**src/pgao_pkg.sv**
```systemverilog
/*
 Package for the pulse generator / assignable output block: register
 offsets, field layouts, reset values, mode codes and timing counts.
 Assumes a 100 MHz system clock and an APB slave with 32-bit words.
*/
package pgao_pkg;
   // Register byte offsets
   localparam logic [7:0] OFS_RATE = 8'h00;
   localparam logic [7:0] OFS_ACCESS = 8'h04;
   localparam logic [7:0] OFS_MODE = 8'h08;
   localparam logic [7:0] OFS_ASSIGN = 8'h0C;
   localparam logic [7:0] OFS_INVERT = 8'h10;
   localparam logic [7:0] OFS_POLARITY = 8'h14;
   localparam logic [7:0] OFS_STATUS = 8'h18;
   localparam logic [7:0] OFS_IRQ_STAT = 8'h1C;
   localparam logic [7:0] OFS_IRQ_MASK = 8'h20;
   localparam logic [7:0] OFS_PANEL_RATE = 8'h24;

   localparam int RATE_W = 14;
   localparam logic [13:0] RATE_MAX = 14'h270F;
   localparam logic [13:0] RATE_RST = 14'h0000;
   localparam logic [1:0] ACCESS_RST = 2'h0;
   localparam logic [1:0] ACCESS_CODE = 2'h2;
   localparam logic [1:0] ACCESS_FREE = 2'h3;
   localparam logic [7:0] MASK_RST = 8'h00;
   localparam int COND_STALL = 0;
   localparam int IRQ_W = 3;
   localparam int IRQ_PULSE = 0;
   localparam int IRQ_OUT_CHG = 1;
   localparam int IRQ_PANEL_REJ = 2;

   // Half a minute of clock cycles; a whole minute overflows 32 bits
   localparam longint CLK_HZ = 64'h0000_0000_05F5_E100;
   localparam longint SEC_PER_MIN = 64'h0000_0000_0000_003C;
   localparam logic [31:0] TICKS_HALF_MIN = 32'((CLK_HZ * SEC_PER_MIN) >> 1);

   typedef enum logic [0:0] {
      PGAO_MODE_GEN = 1'b0,
      PGAO_MODE_LOGIC = 1'b1
   } pgao_mode_t;

   typedef enum logic [0:0] {
      PGAO_POL_NO = 1'b0,
      PGAO_POL_NC = 1'b1
   } pgao_pol_t;

   typedef struct packed {
      logic [7:0] assign_mask;
      logic [7:0] invert_mask;
      pgao_pol_t polarity;
   } pgao_logic_cfg_t;
endpackage : pgao_pkg

```
**src/pgao_rate_gen.sv**
```systemverilog
/*
 Pulse rate generator: phase accumulator producing a square wave at the
 programmed pulses per minute. Assumes rate is already range-checked.
*/
`timescale 1ns/1ps
`default_nettype none
module pgao_rate_gen (
   input wire logic clk_sys,
   input wire logic reset,
   input wire logic [13:0] rate,
   output logic wave,
   output logic pulse
);
   logic [31:0] acc_r;
   logic [31:0] acc_nxt;
   logic [32:0] sum;
   logic wrap;
   logic wave_r;

   // Accumulator adds rate each cycle; wraps twice per output period
   assign sum = {1'b0, acc_r} + {19'h0_0000, rate};
   assign wrap = sum >= {1'b0, pgao_pkg::TICKS_HALF_MIN};
   assign acc_nxt = wrap
      ? 32'(sum - {1'b0, pgao_pkg::TICKS_HALF_MIN}) : sum[31:0];

   always_ff @(posedge clk_sys) begin
      if (reset || rate == 14'h0000) begin
         acc_r <= 32'h0000_0000;
         wave_r <= 1'b0;
         pulse <= 1'b0;
      end else begin
         acc_r <= acc_nxt;
         if (wrap) begin
            wave_r <= ~wave_r;
         end
         pulse <= wrap & ~wave_r;
      end
   end
   assign wave = wave_r;
endmodule : pgao_rate_gen
`default_nettype wire

```
**src/pgao_top.sv**
```systemverilog
/*
 Shared open-collector output: pulse generator or assignable logic
 output, with APB registers and a masked interrupt.
 Assumes drive status bits are synchronous to clk_sys; panel edit
 strobe comes from a pin and is synchronised here.
*/
// The implementer's own choices: the register offsets and the APB slave port.
// Summary of operation
// - Generator rate 0 to 9999 pulses per minute
// - Rate register write changes the pulse rate
// - Panel rate edits only at access 2 or 3
// - Own pulses may serve as leader reference
// - Output is generator or logic, never both
// - Assignment mask selects up to eight conditions
// - Conditions equal the drive status bits
// - Invert mask complements chosen condition bits
// - Polarity selects normally open or closed
// - Selected conditions combine by logical OR
// - Mask bit n-1 is switch n
// - Assignment bit zero is pickup stalled
// - Polarity zero means normally open
`timescale 1ns/1ps
`default_nettype none
module pgao_top (
   input wire logic clk_sys,
   input wire logic reset,
   input wire logic psel,
   input wire logic penable,
   input wire logic pwrite,
   input wire logic [7:0] paddr,
   input wire logic [31:0] pwdata,
   output logic [31:0] prdata,
   output logic pready,
   output logic pslverr,
   input wire logic [7:0] drive_status,
   input wire logic panel_edit,
   input wire logic [13:0] panel_rate,
   input wire logic leader_self,
   output logic out_drive,
   output logic leader_ref,
   output logic irq
);
   logic [13:0] rate_r;
   logic [1:0] access_r;
   pgao_pkg::pgao_mode_t mode_r;
   pgao_pkg::pgao_logic_cfg_t cfg_r;
   logic [2:0] irq_stat_r;
   logic [2:0] irq_mask_r;
   logic [2:0] irq_ev;
   logic [1:0] edit_sync_r;
   logic edit_d_r;
   logic edit_rise;
   logic [13:0] prate_s1_r;
   logic [13:0] prate_s2_r;
   logic panel_ok;
   logic gen_wave;
   logic gen_pulse;
   logic [7:0] cond;
   logic any_cond;
   logic logic_out;
   logic out_nxt;
   logic wr_en;
   logic rd_en;
   logic addr_ok;
   logic [31:0] rd_nxt;
   logic [13:0] wrate;
   logic wrate_ok;
   logic prate_ok;
   logic panel_rej;

   pgao_rate_gen u_gen (
      .clk_sys(clk_sys),
      .reset(reset),
      .rate(rate_r),
      .wave(gen_wave),
      .pulse(gen_pulse)
   );

   // Bus decode
   assign wr_en = psel & penable & pwrite;
   assign rd_en = psel & penable & ~pwrite;
   assign addr_ok = paddr == pgao_pkg::OFS_RATE
      || paddr == pgao_pkg::OFS_ACCESS
      || paddr == pgao_pkg::OFS_MODE
      || paddr == pgao_pkg::OFS_ASSIGN
      || paddr == pgao_pkg::OFS_INVERT
      || paddr == pgao_pkg::OFS_POLARITY
      || paddr == pgao_pkg::OFS_STATUS
      || paddr == pgao_pkg::OFS_IRQ_STAT
      || paddr == pgao_pkg::OFS_IRQ_MASK
      || paddr == pgao_pkg::OFS_PANEL_RATE;
   assign wrate = pwdata[13:0];
   assign wrate_ok = wrate <= pgao_pkg::RATE_MAX
      && pwdata[31:14] == '0;

   // Panel strobe from a pin: two flops before any use
   assign edit_rise = edit_sync_r[1] & ~edit_d_r;
   assign panel_ok = access_r == pgao_pkg::ACCESS_CODE
      || access_r == pgao_pkg::ACCESS_FREE;
   assign prate_ok = prate_s2_r <= pgao_pkg::RATE_MAX;
   assign panel_rej = edit_rise & ~(panel_ok & prate_ok);

   // Assignable logic path
   assign cond = (drive_status ^ cfg_r.invert_mask)
      & cfg_r.assign_mask;
   assign any_cond = |cond;
   assign logic_out = (cfg_r.polarity == pgao_pkg::PGAO_POL_NC)
      ? ~any_cond : any_cond;
   assign out_nxt = (mode_r == pgao_pkg::PGAO_MODE_LOGIC)
      ? logic_out : gen_wave;

   assign irq_ev[pgao_pkg::IRQ_PULSE] = gen_pulse
      & (mode_r == pgao_pkg::PGAO_MODE_GEN);
   assign irq_ev[pgao_pkg::IRQ_OUT_CHG] = out_nxt ^ out_drive;
   assign irq_ev[pgao_pkg::IRQ_PANEL_REJ] = panel_rej;

   always_comb begin
      rd_nxt = 32'h0000_0000;
      case (paddr)
         pgao_pkg::OFS_RATE: rd_nxt = {18'h0_0000, rate_r};
         pgao_pkg::OFS_ACCESS: rd_nxt = {30'h0000_0000, access_r};
         pgao_pkg::OFS_MODE: rd_nxt = {31'h0000_0000, mode_r};
         pgao_pkg::OFS_ASSIGN: rd_nxt = {24'h00_0000, cfg_r.assign_mask};
         pgao_pkg::OFS_INVERT: rd_nxt = {24'h00_0000, cfg_r.invert_mask};
         pgao_pkg::OFS_POLARITY: rd_nxt = {31'h0000_0000, cfg_r.polarity};
         pgao_pkg::OFS_STATUS: rd_nxt = {23'h00_0000, out_drive,
            drive_status};
         pgao_pkg::OFS_IRQ_STAT: rd_nxt = {29'h0000_0000, irq_stat_r};
         pgao_pkg::OFS_IRQ_MASK: rd_nxt = {29'h0000_0000, irq_mask_r};
         pgao_pkg::OFS_PANEL_RATE: rd_nxt = {18'h0_0000, prate_s2_r};
         default: rd_nxt = 32'h0000_0000;
      endcase
   end

   // APB answer: single-cycle access phase
   always_ff @(posedge clk_sys) begin
      if (reset) begin
         prdata <= 32'h0000_0000;
         pready <= 1'b0;
         pslverr <= 1'b0;
      end else begin
         pready <= psel & ~penable;
         pslverr <= psel & ~penable & ~addr_ok;
         prdata <= (psel & ~penable & ~pwrite) ? rd_nxt : 32'h0000_0000;
      end
   end

   always_ff @(posedge clk_sys) begin
      if (reset) begin
         edit_sync_r <= 2'h0;
         edit_d_r <= 1'b0;
         prate_s1_r <= 14'h0000;
         prate_s2_r <= 14'h0000;
      end else begin
         edit_sync_r <= {edit_sync_r[0], panel_edit};
         edit_d_r <= edit_sync_r[1];
         prate_s1_r <= panel_rate;
         prate_s2_r <= prate_s1_r;
      end
   end

   // Rate: last of bus or panel write wins; panel wins on same cycle
   always_ff @(posedge clk_sys) begin
      if (reset) begin
         rate_r <= pgao_pkg::RATE_RST;
      end else if (edit_rise && panel_ok && prate_ok) begin
         rate_r <= prate_s2_r;
      end else if (wr_en && pready && paddr == pgao_pkg::OFS_RATE
         && wrate_ok) begin
         rate_r <= wrate;
      end
   end

   always_ff @(posedge clk_sys) begin
      if (reset) begin
         access_r <= pgao_pkg::ACCESS_RST;
         mode_r <= pgao_pkg::PGAO_MODE_GEN;
         cfg_r <= {pgao_pkg::MASK_RST, pgao_pkg::MASK_RST,
            pgao_pkg::PGAO_POL_NO};
         irq_mask_r <= 3'h0;
      end else if (wr_en && pready) begin
         case (paddr)
            pgao_pkg::OFS_ACCESS: access_r <= pwdata[1:0];
            pgao_pkg::OFS_MODE: mode_r <= pgao_pkg::pgao_mode_t'(pwdata[0]);
            pgao_pkg::OFS_ASSIGN: cfg_r.assign_mask <= pwdata[7:0];
            pgao_pkg::OFS_INVERT: cfg_r.invert_mask <= pwdata[7:0];
            pgao_pkg::OFS_POLARITY:
               cfg_r.polarity <= pgao_pkg::pgao_pol_t'(pwdata[0]);
            pgao_pkg::OFS_IRQ_MASK: irq_mask_r <= pwdata[2:0];
            default: access_r <= access_r;
         endcase
      end
   end

   // Sticky status: a new event beats a same-cycle clear
   always_ff @(posedge clk_sys) begin
      if (reset) begin
         irq_stat_r <= 3'h0;
      end else if (wr_en && pready && paddr == pgao_pkg::OFS_IRQ_STAT) begin
         irq_stat_r <= (irq_stat_r & ~pwdata[2:0]) | irq_ev;
      end else begin
         irq_stat_r <= irq_stat_r | irq_ev;
      end
   end

   always_ff @(posedge clk_sys) begin
      if (reset) begin
         out_drive <= 1'b0;
         leader_ref <= 1'b0;
         irq <= 1'b0;
      end else begin
         out_drive <= out_nxt;
         // Own wave feeds the speed loop even in logic mode
         leader_ref <= leader_self & gen_wave;
         irq <= |((irq_stat_r | irq_ev) & irq_mask_r);
      end
   end

   property p_logic_follows;
      @(posedge clk_sys) disable iff (reset)
      mode_r == pgao_pkg::PGAO_MODE_LOGIC |=> out_drive == $past(logic_out);
   endproperty
   a_logic_follows: assert property (p_logic_follows)
      else $error("logic output did not follow in one cycle");

   property p_or_combine;
      @(posedge clk_sys) disable iff (reset)
      (mode_r == pgao_pkg::PGAO_MODE_LOGIC
         && cfg_r.polarity == pgao_pkg::PGAO_POL_NO
         && (drive_status & cfg_r.assign_mask & ~cfg_r.invert_mask) != 0)
      |=> out_drive;
   endproperty
   a_or_combine: assert property (p_or_combine)
      else $error("active condition did not drive output");

   property p_stall_bit;
      @(posedge clk_sys) disable iff (reset)
      (mode_r == pgao_pkg::PGAO_MODE_LOGIC && cfg_r.assign_mask == 8'h01
         && cfg_r.invert_mask == 8'h00 && !cfg_r.polarity)
      |=> out_drive == $past(drive_status[pgao_pkg::COND_STALL]);
   endproperty
   a_stall_bit: assert property (p_stall_bit)
      else $error("stall bit not routed to output");

   property p_nc_idle;
      @(posedge clk_sys) disable iff (reset)
      (mode_r == pgao_pkg::PGAO_MODE_LOGIC && cfg_r.assign_mask == 8'h00
         && cfg_r.polarity == pgao_pkg::PGAO_POL_NC) |=> out_drive;
   endproperty
   a_nc_idle: assert property (p_nc_idle)
      else $error("normally closed output not active at idle");

   property p_invert;
      @(posedge clk_sys) disable iff (reset)
      (mode_r == pgao_pkg::PGAO_MODE_LOGIC && cfg_r.polarity == 1'b0
         && (~drive_status & cfg_r.assign_mask & cfg_r.invert_mask) != 0)
      |=> out_drive;
   endproperty
   a_invert: assert property (p_invert)
      else $error("inverted condition ignored");

   property p_gen_mode;
      @(posedge clk_sys) disable iff (reset)
      mode_r == pgao_pkg::PGAO_MODE_GEN |=> out_drive == $past(gen_wave);
   endproperty
   a_gen_mode: assert property (p_gen_mode)
      else $error("generator mode output not from generator");

   property p_zero_rate;
      @(posedge clk_sys) disable iff (reset)
      (rate_r == 14'h0000)[*3] |-> !gen_wave && !gen_pulse;
   endproperty
   a_zero_rate: assert property (p_zero_rate)
      else $error("pulses produced at zero rate");

   property p_rate_range;
      @(posedge clk_sys) disable iff (reset)
      rate_r <= pgao_pkg::RATE_MAX;
   endproperty
   a_rate_range: assert property (p_rate_range)
      else $error("rate outside programmable range");

   property p_panel_lock;
      @(posedge clk_sys) disable iff (reset)
      (edit_rise && !panel_ok && !wr_en) |=> $stable(rate_r);
   endproperty
   a_panel_lock: assert property (p_panel_lock)
      else $error("panel edit accepted while locked");

   property p_rate_write;
      @(posedge clk_sys) disable iff (reset)
      (wr_en && pready && paddr == pgao_pkg::OFS_RATE && wrate_ok
         && !edit_rise) |=> rate_r == $past(wrate);
   endproperty
   a_rate_write: assert property (p_rate_write)
      else $error("rate write did not take effect");
endmodule : pgao_top
`default_nettype wire

```
**config.mk**
```make
export PLATFORM = sky130hd
export DESIGN_NAME = pgao_top
export DESIGN_NICKNAME = d
export VERILOG_FILES = /design/src/pgao_pkg.sv /design/src/pgao_rate_gen.sv /design/src/pgao_top.sv
export SDC_FILE = /design/constraint.sdc
export NUM_CORES = 1
export LEC_CHECK = 0
export BUFFER_PORTS_ARGS = -buffer_cell sky130_fd_sc_hd__buf_2
export CELL_PAD_IN_SITES_DETAIL_PLACEMENT = 0
export CELL_PAD_IN_SITES_GLOBAL_PLACEMENT = 1
export CORE_ASPECT_RATIO = 1.25
export CORE_MARGIN = 1.5
export CORE_UTILIZATION = 28
export CTS_CLUSTER_DIAMETER = 40
export DETAILED_ROUTE_END_ITERATION = 10
export MAX_ROUTING_LAYER = met4
export PLACE_DENSITY = 0.56
export SYNTH_ARGS = -nofsm -noshare
export SYNTH_HDL_FRONTEND = slang
export SYNTH_SLANG_ARGS = --single-unit
```
**constraint.sdc**
```tcl
create_clock -name clk_sys -period 3.7 [get_ports clk_sys]
set_clock_uncertainty 0.2 [all_clocks]
set_input_delay 0.555 -clock clk_sys [delete_from_list [all_inputs] [get_ports clk_sys]]
set_output_delay 0.555 -clock clk_sys [all_outputs]
set_load 0.02 [all_outputs]
```
==> out/metrics.csv, run 1 <==
stage;metric;value;unit
run_status;outcome;finished, final reports clean;
setup_path;cpLargestDelayFamily;compound AO/OA/AOI/OAI gates;
clock_tree;ctsHoldBuffers;0;
logic_synthesis;synth_top_family_by_area;simple AND/OR/NAND/NOR gates;
grt;groute.usage.overall;19.4;%
logic_synthesis;synthAdderAreaFrac;3.01;%
logic_synthesis;synth-xor-area-share;5.18;%
setup_path;cp.required;3.81;ns
setup_path;cp.buffers_inverters;2;
clock_tree;cts_buffer_depth;2;
logic_synthesis;synth.avg_cell_area;8.49;µm²
clock_tree;clk_pin_slew_worst_paths;0.06;ns
sta;tns;0;ns
setup_path;cp.depth;14;
power_and_ir_drop;p_per_area;360;nW/µm²
logic_synthesis;synth_simple_gate_area_share;24.1;%
setup_path;ff2ff_path_depth;14;
routing;ant_nets;0;
sta;tightest_slew;0.990;ns
power_and_ir_drop;ir_drop;0.302;mV
setup_path;crit_fanout;4;
clock_tree;cts_max_level;4;
place;dp_cells;1272;
clock_tree;clock-root-buffer;clkbuf_16;
layout;fin_cells;1308;
logic_synthesis;synthCells;814;
grt;antenna_found_initial;0;
layout;area_growth;30.9;%
sta;min_period_over_period;96.5;%
routing;drc;0;
logic_synthesis;async_flop_share;0;%
grt;grt_pass1_vias;6353;
clock_tree;clock_latency;0.43;ns
routing;drtIter0Drc;508;
sta;final_hold_viol_count;0;
setup_path;cp-end-kind;flip-flop;
routing;totalWireLength;24.0;mm
sta;slew_viol_final;0;
setup_path;cp-start-kind;flip-flop;
sta;slew_headroom;34.0;%
grt;grt_max_degree;73;
logic_synthesis;ys_ff_latch;124;
routing;wl_per_cell;18.4;µm
logic_synthesis;synth_area;6910;µm²
clock_tree;numCtsBuffers;17;
logic_synthesis;synth_cell_types;86;
setup_path;crit_type;reg2reg;
sta;min_period;3.57;ns
setup_path;critPathSlowestCell;fa_2;
min_path;hold_path_depth;2;
grt;grt_remaining_overflow;0;
setup_path;worst_ep_arrival_time;3.68;ns
routing;dr.pass1.iters;7;
flow_run;drv_cap;0;
logic_synthesis;yosysWarningCount;0;
floorplan;die_w;144;µm
logic_synthesis;yosys.area.top_type;dfxtp_1;
place;io_buffers;87;
layout;nets;1050;
routing;vias;6660;
power_and_ir_drop;p_leak;3.50;nW
place;dp_hpwl;18.5;mm
setup_path;path_cells;ha_4 > fa_2 > a211oi_4 > o211a_1 > buf_4 > o21ai_4 > xnor2_1 > nor4_2 > nor4b_2 > o21ai_2 > buf_4 > nor4bb_2 > nor3_1 > a21boi_2;
logic_synthesis;synthMuxAreaShare;3.66;%
grt;grt_pass1_wl;36.2;mm
logic_synthesis;synth_compound_area_share;23.0;%
floorplan;core;24300;µm²
clock_tree;cts_sinks;124;
routing;via_per_inst;5.09;
setup_path;max_stage_delay;0.42;ns
floorplan;die_area;25600;µm²
sta;rsz0062_at_grt;true;
logic_synthesis;synth_edf_count;0;
setup_path;crit_top_cell;buf_4;
logic_synthesis;synth_ff_type;dfxtp_1;
floorplan;rows;64;
place;place.gp.congestion;0.846;
layout;diodes;0;
min_path;hold_path_class;in2reg;
logic_synthesis;synth_top_area_share;35.9;%
clock_tree;cts_tree;yes;
logic_synthesis;yosys-top-cells-area;dfxtp_1 36%, a21oi_1 5.1%, nand2_1 4.1%;
logic_synthesis;seq_area_frac_synth;35.9;%
floorplan;io_pins;106;
sta;setup_viol;0;
layout;drive_above_1_share;27.7;%
sta;fmax;280;MHz
floorplan;die_h;179;µm
floorplan;initial_core_util;28.4;%
[area by class of cell]
| type | instances | area (µm²) |
|---|---|---|
| Timing Repair Buffer | 172 | 1080 |
| Clock inverter | 11 | 155 |
| Sequential cell | 124 | 2480 |
| Multi-Input combinational cell | 640 | 4410 |
| Clock buffer | 21 | 470 |
| Fill cell | 2643 | 15300 |
| Inverter | 10 | 37.5 |
| Tap cell | 330 | 413 |
[registers in the layout (all words and copies together) (netlist names), 2 cells and up]
name / cells
u_gen.acc_r: 32
cfg_r: 17
prate_s1_r: 14
prate_s2_r: 14
prdata: 14
rate_r: 14
irq_mask_r: 3
irq_stat_r: 3
access_r: 2
edit_sync_r: 2
[cells in the final DEF (no fill, tap or decap), types with 6 or more instances in the layout]
master,n
dfxtp_1,123
a21o_1,9
nand4_1,17
xor2_1,18
and2_1,9
and4_1,9
and3_1,15
conb_1,18
nor4_1,12
ha_4,9
o21ai_0,23
a211oi_1,20
o211ai_1,7
mux2i_1,23
a21oi_1,67
nor3_1,10
clkbuf_16,17
xnor2_1,19
a31oi_1,6
nor2b_1,34
buf_4,81
a21oi_2,6
a222oi_1,10
nor2_1,59
inv_1,10
buf_2,89
a22oi_1,19
nand3_1,37
nand2_1,76
[synthesized netlist by cell type (10+ instances only)]
| master | instances |
|---|---|
| and3_1 | 15 |
| a21oi_1 | 71 |
| inv_1 | 10 |
| nor3_1 | 12 |
| clkbuf_1 | 27 |
| nor4_1 | 13 |
| mux2i_1 | 23 |
| buf_4 | 25 |
| dfxtp_1 | 124 |
| nor2b_1 | 35 |
| nor2_1 | 59 |
| nand3_1 | 37 |
| o21ai_0 | 23 |
| nand4_1 | 17 |
| ha_1 | 15 |
| a22oi_1 | 19 |
| a211oi_1 | 21 |
| xor2_1 | 19 |
| nand2_1 | 76 |
| xnor2_1 | 20 |
| a222oi_1 | 10 |
[logic make-up after synthesis]
family                   count (synthesis)
other                                    1
adder cells (fa/ha/maj)                 16
AO/OA/AOI/OAI                          226
AND/OR/NAND/NOR                        315
multiplexers                            25
XOR/XNOR                                40
flip-flops                             124
buffers and inverters                   67
[metal layers]
layer | GRT usage (%) | share of wire, % | vias to the layer above
met1 | 21.6 | 42 | 3188
li1 | - | - | 3271
met4 | 7.95 | 2.7 | 0
met3 | 3.07 | 3.4 | 38
met2 | 34.4 | 52 | 163
met5 | - | 0 | -
[power breakdown]
group	internal, mW	leakage [nW]	total (mW)	switching [mW]
Clock	1.12	0.305	1.78	0.655
Sequential	1.35	1.01	1.36	0.0123
Combinational	0.0448	2.19	0.119	0.0738
[stage by stage]
step | total power [mW] | setup WS [ns] | cell area (µm²) | util [%] | hold WS [ns]
6_report | 3.26 | 0.130 | 9050 | 37.2 | 0.140
3_5_place_dp | 1.51 | 0.000258 | 8120 | 33.4 | 0.220
3_3_place_gp | 1.51 | 0.0289 | 8120 | 33.4 | 0.226
2_1_floorplan | 1.46 | 0.0732 | 6980 | - | 0.214
5_1_grt | 3.37 | -0.0564 | 9050 | 37.2 | 0.133
4_1_cts | 3.30 | 0.0608 | 8760 | 36.0 | 0.125
[repair_timing]
action	CTS	global route
resized for setup	2	46
setup endpoints to repair	4	25
buffers inserted	0	2
pin swaps	0	17
gates cloned	0	2
[worst paths after layout]
kind | startpoint | to | slack (ns)
hold / removal | panel_rate[9] | prate_s1_r[9]$_SDFF_PP0_ | 0.14
setup reg to reg | rate_r[0]$_SDFFE_PP0P_ | u_gen.acc_r[13]$_SDFF_PP0_ | 0.13
setup / recovery | rate_r[0]$_SDFFE_PP0P_ | u_gen.acc_r[13]$_SDFF_PP0_ | 0.13
hold reg to reg | prate_s1_r[7]$_SDFF_PP0_ | prate_s2_r[7]$_SDFF_PP0_ | 0.24
Note: power is estimated with default switching activity, not from simulation.
==> run 2, diff against run 1 <==
--- a/config.mk
+++ b/config.mk
@@ -9,7 +9,6 @@
 export CELL_PAD_IN_SITES_DETAIL_PLACEMENT = 0
 export CELL_PAD_IN_SITES_GLOBAL_PLACEMENT = 1
 export CORE_ASPECT_RATIO = 1.25
-export CORE_MARGIN = 1.5
 export CORE_UTILIZATION = 28
 export CTS_CLUSTER_DIAMETER = 40
 export DETAILED_ROUTE_END_ITERATION = 10
==> constraint.sdc (replaced) <==
create_clock -name clk_sys -period 3 [get_ports clk_sys]
set_clock_uncertainty 0.2 [all_clocks]
set_input_delay 0.45 -clock clk_sys [delete_from_list [all_inputs] [get_ports clk_sys]]
set_output_delay 0.45 -clock clk_sys [all_outputs]
set_load 0.02 [all_outputs]
==> run 2 against run 1 <==
Effect of this change: the flow now finishes with violations (setup timing); sequential share of layout area decreased by 3.3 points; hold slack got worse by 0.096 ns; flip-flop and latch count unchanged; cell count increased by 8.4%; wire length increased by 3.5%; critical path depth increased by 2; critical endpoint is now u_gen.acc_r[15]$_SDFF_PP0_; largest cell class unchanged.
==> out/metrics.csv, run 2 (synthesis results as in run 1) <==
stage;metric;value;unit
setup_path;cp.required;3.07;ns
layout;nets;1165;
run_status;violations;setup timing;
place;io_buffers;87;
routing;via_per_inst;4.96;
sta;min_period;3.57;ns
routing;ant_nets;0;
setup_path;cp-start-kind;flip-flop;
setup_path;crit_type;reg2reg;
routing;vias;7027;
power_and_ir_drop;p_per_area;378;nW/µm²
power_and_ir_drop;p_leak;4.14;nW
sta;rsz0062_at_grt;true;
layout;regArea;2480;µm²
setup_path;cp-end-kind;flip-flop;
setup_path;cpLargestDelayFamily;compound AO/OA/AOI/OAI gates;
layout;multi_input_area;4780;µm²
power_and_ir_drop;ir_drop;0.363;mV
layout;fin_cells;1418;
sta;final_hold_viol_count;0;
layout;layout_commonest_cell;buf_4;
floorplan;die_area;25300;µm²
grt;grt_max_degree;48;
sta;slew_viol_final;0;
floorplan;initial_core_util;28.8;%
clock_tree;cts_tree;yes;
sta;fmax;280;MHz
sta;worst_slack;-0.568;ns
sta;holdWs;0.0436;ns
setup_path;crit_fanout;7;
layout;largest_reg_flops;32;
setup_path;max_stage_delay;0.41;ns
power_and_ir_drop;finalPower;3.90;mW
layout;top_regs;u_gen.acc_r: 32 flops, cfg_r: 17 flops;
floorplan;core;24000;µm²
setup_path;crit_top_cell;buf_6;
sta;min_period_over_period;119;%
min_path;hold_path_class;in2reg;
sta;tns;-12.69;ns
floorplan;rows;63;
layout;diodes;0;
place;dp_hpwl;19.6;mm
setup_path;path_cells;ha_4 > fa_2 > a211oi_4 > o211a_1 > o21a_4 > nor3_4 > buf_6 > xor2_2 > a311o_2 > a211oi_4 > buf_12 > a21oi_4 > buf_6 > buf_6 > nand3_1 > a21oi_2;
setup_path;cp.buffers_inverters;4;
clock_tree;cts_buffer_depth;2;
floorplan;die_w;143;µm
flow_run;drv_cap;0;
sta;slew_headroom;48.7;%
routing;dr.pass1.iters;7;
grt;grt_remaining_overflow;0;
clock_tree;clk_pin_slew_worst_paths;0.06;ns
layout;drive_above_1_share;40.2;%
floorplan;io_pins;106;
run_status;outcome;finished, violations left;
place;dp_cells;1367;
grt;antenna_found_initial;0;
routing;wl_per_cell;17.5;µm
clock_tree;cts_max_level;4;
clock_tree;clock-root-buffer;clkbuf_16;
floorplan;die_h;178;µm
clock_tree;cts_sinks;124;
routing;totalWireLength;24.9;mm
sta;tightest_slew;0.770;ns
clock_tree;clock_latency;0.42;ns
layout;area_growth;49.1;%
layout;regMostFlops;u_gen.acc_r;
clock_tree;numCtsBuffers;17;
grt;grt_pass1_vias;6849;
layout;most-common-layout-cells;187 x buf_4, 122 x dfxtp_1, 87 x buf_2;
setup_path;worst_ep_arrival_time;3.64;ns
grt;grt_pass1_wl;38.1;mm
layout;fillers;2477;
routing;drtIter0Drc;343;
place;place.gp.congestion;0.849;
setup_path;critPathSlowestCell;a311o_2;
sta;setup_viol;25;
routing;drc;0;
grt;groute.usage.overall;20.8;%
-- run 2: path summary, 6_finish.rpt --
kind / endpoint / cells after the start / startpoint / slack [ns]
worst max-delay path: u_gen.acc_r[15]$_SDFF_PP0_ / 16 / rate_r[0]$_SDFFE_PP0P_ / -0.57
worst min-delay path: prate_s1_r[12]$_SDFF_PP0_ / 2 / panel_rate[12] / 0.04
worst max register to register: u_gen.acc_r[15]$_SDFF_PP0_ / 16 / rate_r[0]$_SDFFE_PP0P_ / -0.57
worst min register to register: edit_sync_r[1]$_SDFF_PP0_ / 1 / edit_sync_r[0]$_SDFF_PP0_ / 0.24
-- run 2: repair_timing --
action                                  4_1_cts  5_1_grt
pin swaps                                    26       50
setup buffers                                10       10
endpoints found under the setup margin       25       25
hold buffers                                  0        0
endpoints found under the hold margin         0        0
resized for setup                            59       56
-- run 2: cell type report --
cell class              instances  share of cell area [%]
clock buffers                  18                    4.16
repair buffers                287                    19.5
multi-input cells             640                    46.4
well taps                     325                    3.95
inverters                      10                   0.364
flip-flops and latches        124                    24.1
clock inverters                14                    1.55
-- run 2: metal layers --
layer	share of wire, %	global-route usage [%]	vias up
met2	53	37.9	145
met4	3.2	8.87	0
li1	-	-	3508
met3	3.4	3.05	41
met1	40	22.2	3333
met5	0	-	-
-- run 2: per-stage QoR --
| step | worst slack, ns | area (µm²) | util [%] |
|---|---|---|---|
| 2_1_floorplan | -0.361 | 7080 | - |
| 3_3_place_gp | -0.646 | 8990 | 37.5 |
| 3_5_place_dp | -0.677 | 8990 | 37.5 |
| 4_1_cts | -0.503 | 9910 | 41.4 |
| 5_1_grt | -0.701 | 10300 | 43.0 |
| 6_report | -0.568 | 10300 | 43.0 |
-- run 2: power by group --
part / switching (mW) / total [mW] / leakage, nW / internal (mW)
Sequential: 0.0138 / 1.68 / 1.01 / 1.67
Combinational: 0.0901 / 0.145 / 2.85 / 0.0552
Clock: 0.829 / 2.07 / 0.285 / 1.24
Total: 0.933 / 3.90 / 4.14 / 2.96
-- run 2: worst reg2reg max path, stage by stage, from the launching register on --
cell,delay (ns)
dfxtp_2,0.33
ha_4,0.16
fa_2,0.39
a211oi_4,0.32
o211a_1,0.21
o21a_4,0.18
nor3_4,0.06
buf_6,0.12
xor2_2,0.14
a311o_2,0.41
a211oi_4,0.28
buf_12,0.14
a21oi_4,0.06
buf_6,0.15
buf_6,0.13
nand3_1,0.09
a21oi_2,0.05
==> run 3, diff against run 2 <==
--- a/config.mk
+++ b/config.mk
@@ -6,7 +6,8 @@
 export NUM_CORES = 1
 export LEC_CHECK = 0
 export BUFFER_PORTS_ARGS = -buffer_cell sky130_fd_sc_hd__buf_2
-export CELL_PAD_IN_SITES_DETAIL_PLACEMENT = 0
+export CAP_MARGIN = 5
+export CELL_PAD_IN_SITES_DETAIL_PLACEMENT = 1
 export CELL_PAD_IN_SITES_GLOBAL_PLACEMENT = 1
 export CORE_ASPECT_RATIO = 1.25
 export CORE_UTILIZATION = 28
==> run 3 against run 2 <==
Effect of this change: the run still ends with setup timing left; register-to-register slack about the same; sequential share of layout area grew 0.50 points; clock power down 2%; combinational power about the same; largest cell class unchanged; final area fell by 2.1%; sequential power is essentially flat; highest routed layer unchanged; global-route usage up 1.4 points; first-iteration DRC count is 3.5% lower; critical path depth grew 2.
==> out/metrics.csv, run 3 (synthesis results as in run 1) <==
stage;metric;value;unit
sta;final_hold_viol_count;0;
layout;nets;1162;
grt;groute.usage.overall;22.2;%
layout;fillers;2871;
setup_path;worst_ep_arrival_time;3.63;ns
layout;regArea;2480;µm²
power_and_ir_drop;p_per_area;381;nW/µm²
sta;min_period_over_period;119;%
floorplan;initial_core_util;28.8;%
sta;slew_viol_final;0;
floorplan;io_pins;106;
setup_path;cp-start-kind;flip-flop;
layout;top_regs;u_gen.acc_r: 32 flops, cfg_r: 17 flops;
place;dp_cells;1367;
setup_path;cp-end-kind;flip-flop;
routing;totalWireLength;26.2;mm
sta;worst_slack;-0.562;ns
layout;fin_util;42.1;%
floorplan;die_w;143;µm
power_and_ir_drop;seqPwrFrac;43.8;%
clock_tree;clock_latency;0.42;ns
layout;largest_reg_flops;32;
layout;layout_commonest_cell;buf_4;
grt;grt_pass1_wl;41.0;mm
grt;grt_max_degree;48;
min_path;hold_path_class;in2reg;
place;dpl_worst_slack;-0.721;ns
sta;min_period;3.56;ns
setup_path;path_cells;ha_4 > fa_2 > a211oi_2 > buf_4 > o211a_4 > o21a_4 > nor3_4 > buf_6 > xor2_2 > a311o_2 > a211oi_4 > buf_12 > a21oi_4 > buf_6 > buf_6 > buf_4 > nand2_2 > a21oi_2;
place;place.gp.congestion;0.849;
routing;dr.pass1.iters;5;
setup_path;cpLargestDelayFamily;compound AO/OA/AOI/OAI gates;
routing;drtIter0Drc;331;
setup_path;crit_top_cell;buf_6;
layout;area_growth;46.0;%
grt;antenna_found_initial;0;
sta;rsz0062_at_grt;true;
run_status;violations;setup timing;
power_and_ir_drop;p_leak;4.07;nW
routing;wl_per_cell;18.5;µm
clock_tree;cts_max_level;4;
power_and_ir_drop;combPwrFrac;3.8;%
sta;fmax;281;MHz
sta;tns;-11.72;ns
clock_tree;clock-root-buffer;clkbuf_16;
floorplan;die_area;25300;µm²
layout;diodes;0;
layout;fin_cells;1415;
setup_path;crit_fanout;7;
place;place_area;8990;µm²
clock_tree;cts_sinks;124;
layout;multi_input_area;4630;µm²
place;io_buffers;87;
power_and_ir_drop;ir_drop;0.341;mV
power_and_ir_drop;power.switching;0.940;mW
setup_path;critPathSlowestCell;a311o_2;
clock_tree;numCtsBuffers;17;
power_and_ir_drop;p_sw_share;24.5;%
routing;vias;7109;
setup_path;cp.buffers_inverters;6;
run_status;outcome;finished, violations left;
grt;grt_pass1_vias;7451;
setup_path;max_stage_delay;0.35;ns
routing;ant_nets;0;
sta;tightest_slew;0.870;ns
layout;drive_above_1_share;38.0;%
clock_tree;ctsHoldBuffers;0;
layout;fin_area;10100;µm²
clock_tree;cts_buffer_depth;2;
routing;via_per_inst;5.02;
power_and_ir_drop;power.internal;2.90;mW
floorplan;die_h;178;µm
place;dp_hpwl;20.7;mm
grt;grt_remaining_overflow;0;
flow_run;drv_cap;0;
layout;most-common-layout-cells;189 x buf_4, 123 x dfxtp_1, 87 x buf_2;
clock_tree;cts_tree;yes;
floorplan;core;24000;µm²
sta;slew_headroom;42.0;%
setup_path;crit_type;reg2reg;
clock_tree;clk_pin_slew_worst_paths;0.06;ns
layout;regMostFlops;u_gen.acc_r;
sta;setup_viol;25;
floorplan;rows;63;
setup_path;cp.required;3.07;ns
routing;drc;0;
power_and_ir_drop;p_clk_share;52.4;%
## run 3: cell types whose count changed in the layout (fill, tap and decap cells not counted), sizes merged
cell,delta
clkbuf,+1
buf,-3
clkinvlp,+1
bufinv,-1
clkinv,-1
## run 3: power by group through the flow
stage	Combinational (mW)	Sequential (mW)	Clock, mW
CTS	0.147	1.68	2.07
global placement	0.146	1.72	0
floorplan	0.0845	1.71	0
finish	0.146	1.68	2.02
detailed placement	0.147	1.72	0
global route	0.159	1.68	2.14
## run 3: path summary, 6_finish.rpt
path                                                start                          to  slack (ns)  depth (start not counted)
worst max-delay path               rate_r[0]$_SDFFE_PP0P_  u_gen.acc_r[10]$_SDFF_PP0_       -0.56                         18
worst min-delay path                        panel_rate[3]    prate_s1_r[3]$_SDFF_PP0_        0.04                          2
worst max register to register     rate_r[0]$_SDFFE_PP0P_  u_gen.acc_r[10]$_SDFF_PP0_       -0.56                         18
worst min register to register  prate_s1_r[12]$_SDFF_PP0_   prate_s2_r[12]$_SDFF_PP0_        0.24                          1
## run 3: layer usage
metal / vias up / track usage (%) / part of all wire [%]
li1: 3498 / - / -
met1: 3415 / 23.0 / 40
met2: 148 / 40.6 / 53
met3: 48 / 3.75 / 3.1
met4: 0 / 10.3 / 3.7
met5: - / - / 0
## run 3: timing repair
action,4_1_cts,5_1_grt
setup endpoints to repair,25,25
setup buffers,9,7
pin swaps,25,24
resized for setup,47,33
## run 3: area by class of cell
type / instances / area share [%]
clock inverter: 13 / 1.31
sequential: 124 / 24.6
timing repair buffer: 284 / 19.4
clock buffer: 19 / 4.39
multi-input combinational: 640 / 45.8
inverter: 10 / 0.372
tap: 325 / 4.03
## run 3: per-stage QoR
step           hold slack, ns  power [mW]
2_1_floorplan           0.214        1.80
6_report               0.0415        3.84
3_3_place_gp            0.228        1.86
3_5_place_dp            0.228        1.87
5_1_grt                0.0440        3.98
4_1_cts                0.0324        3.89
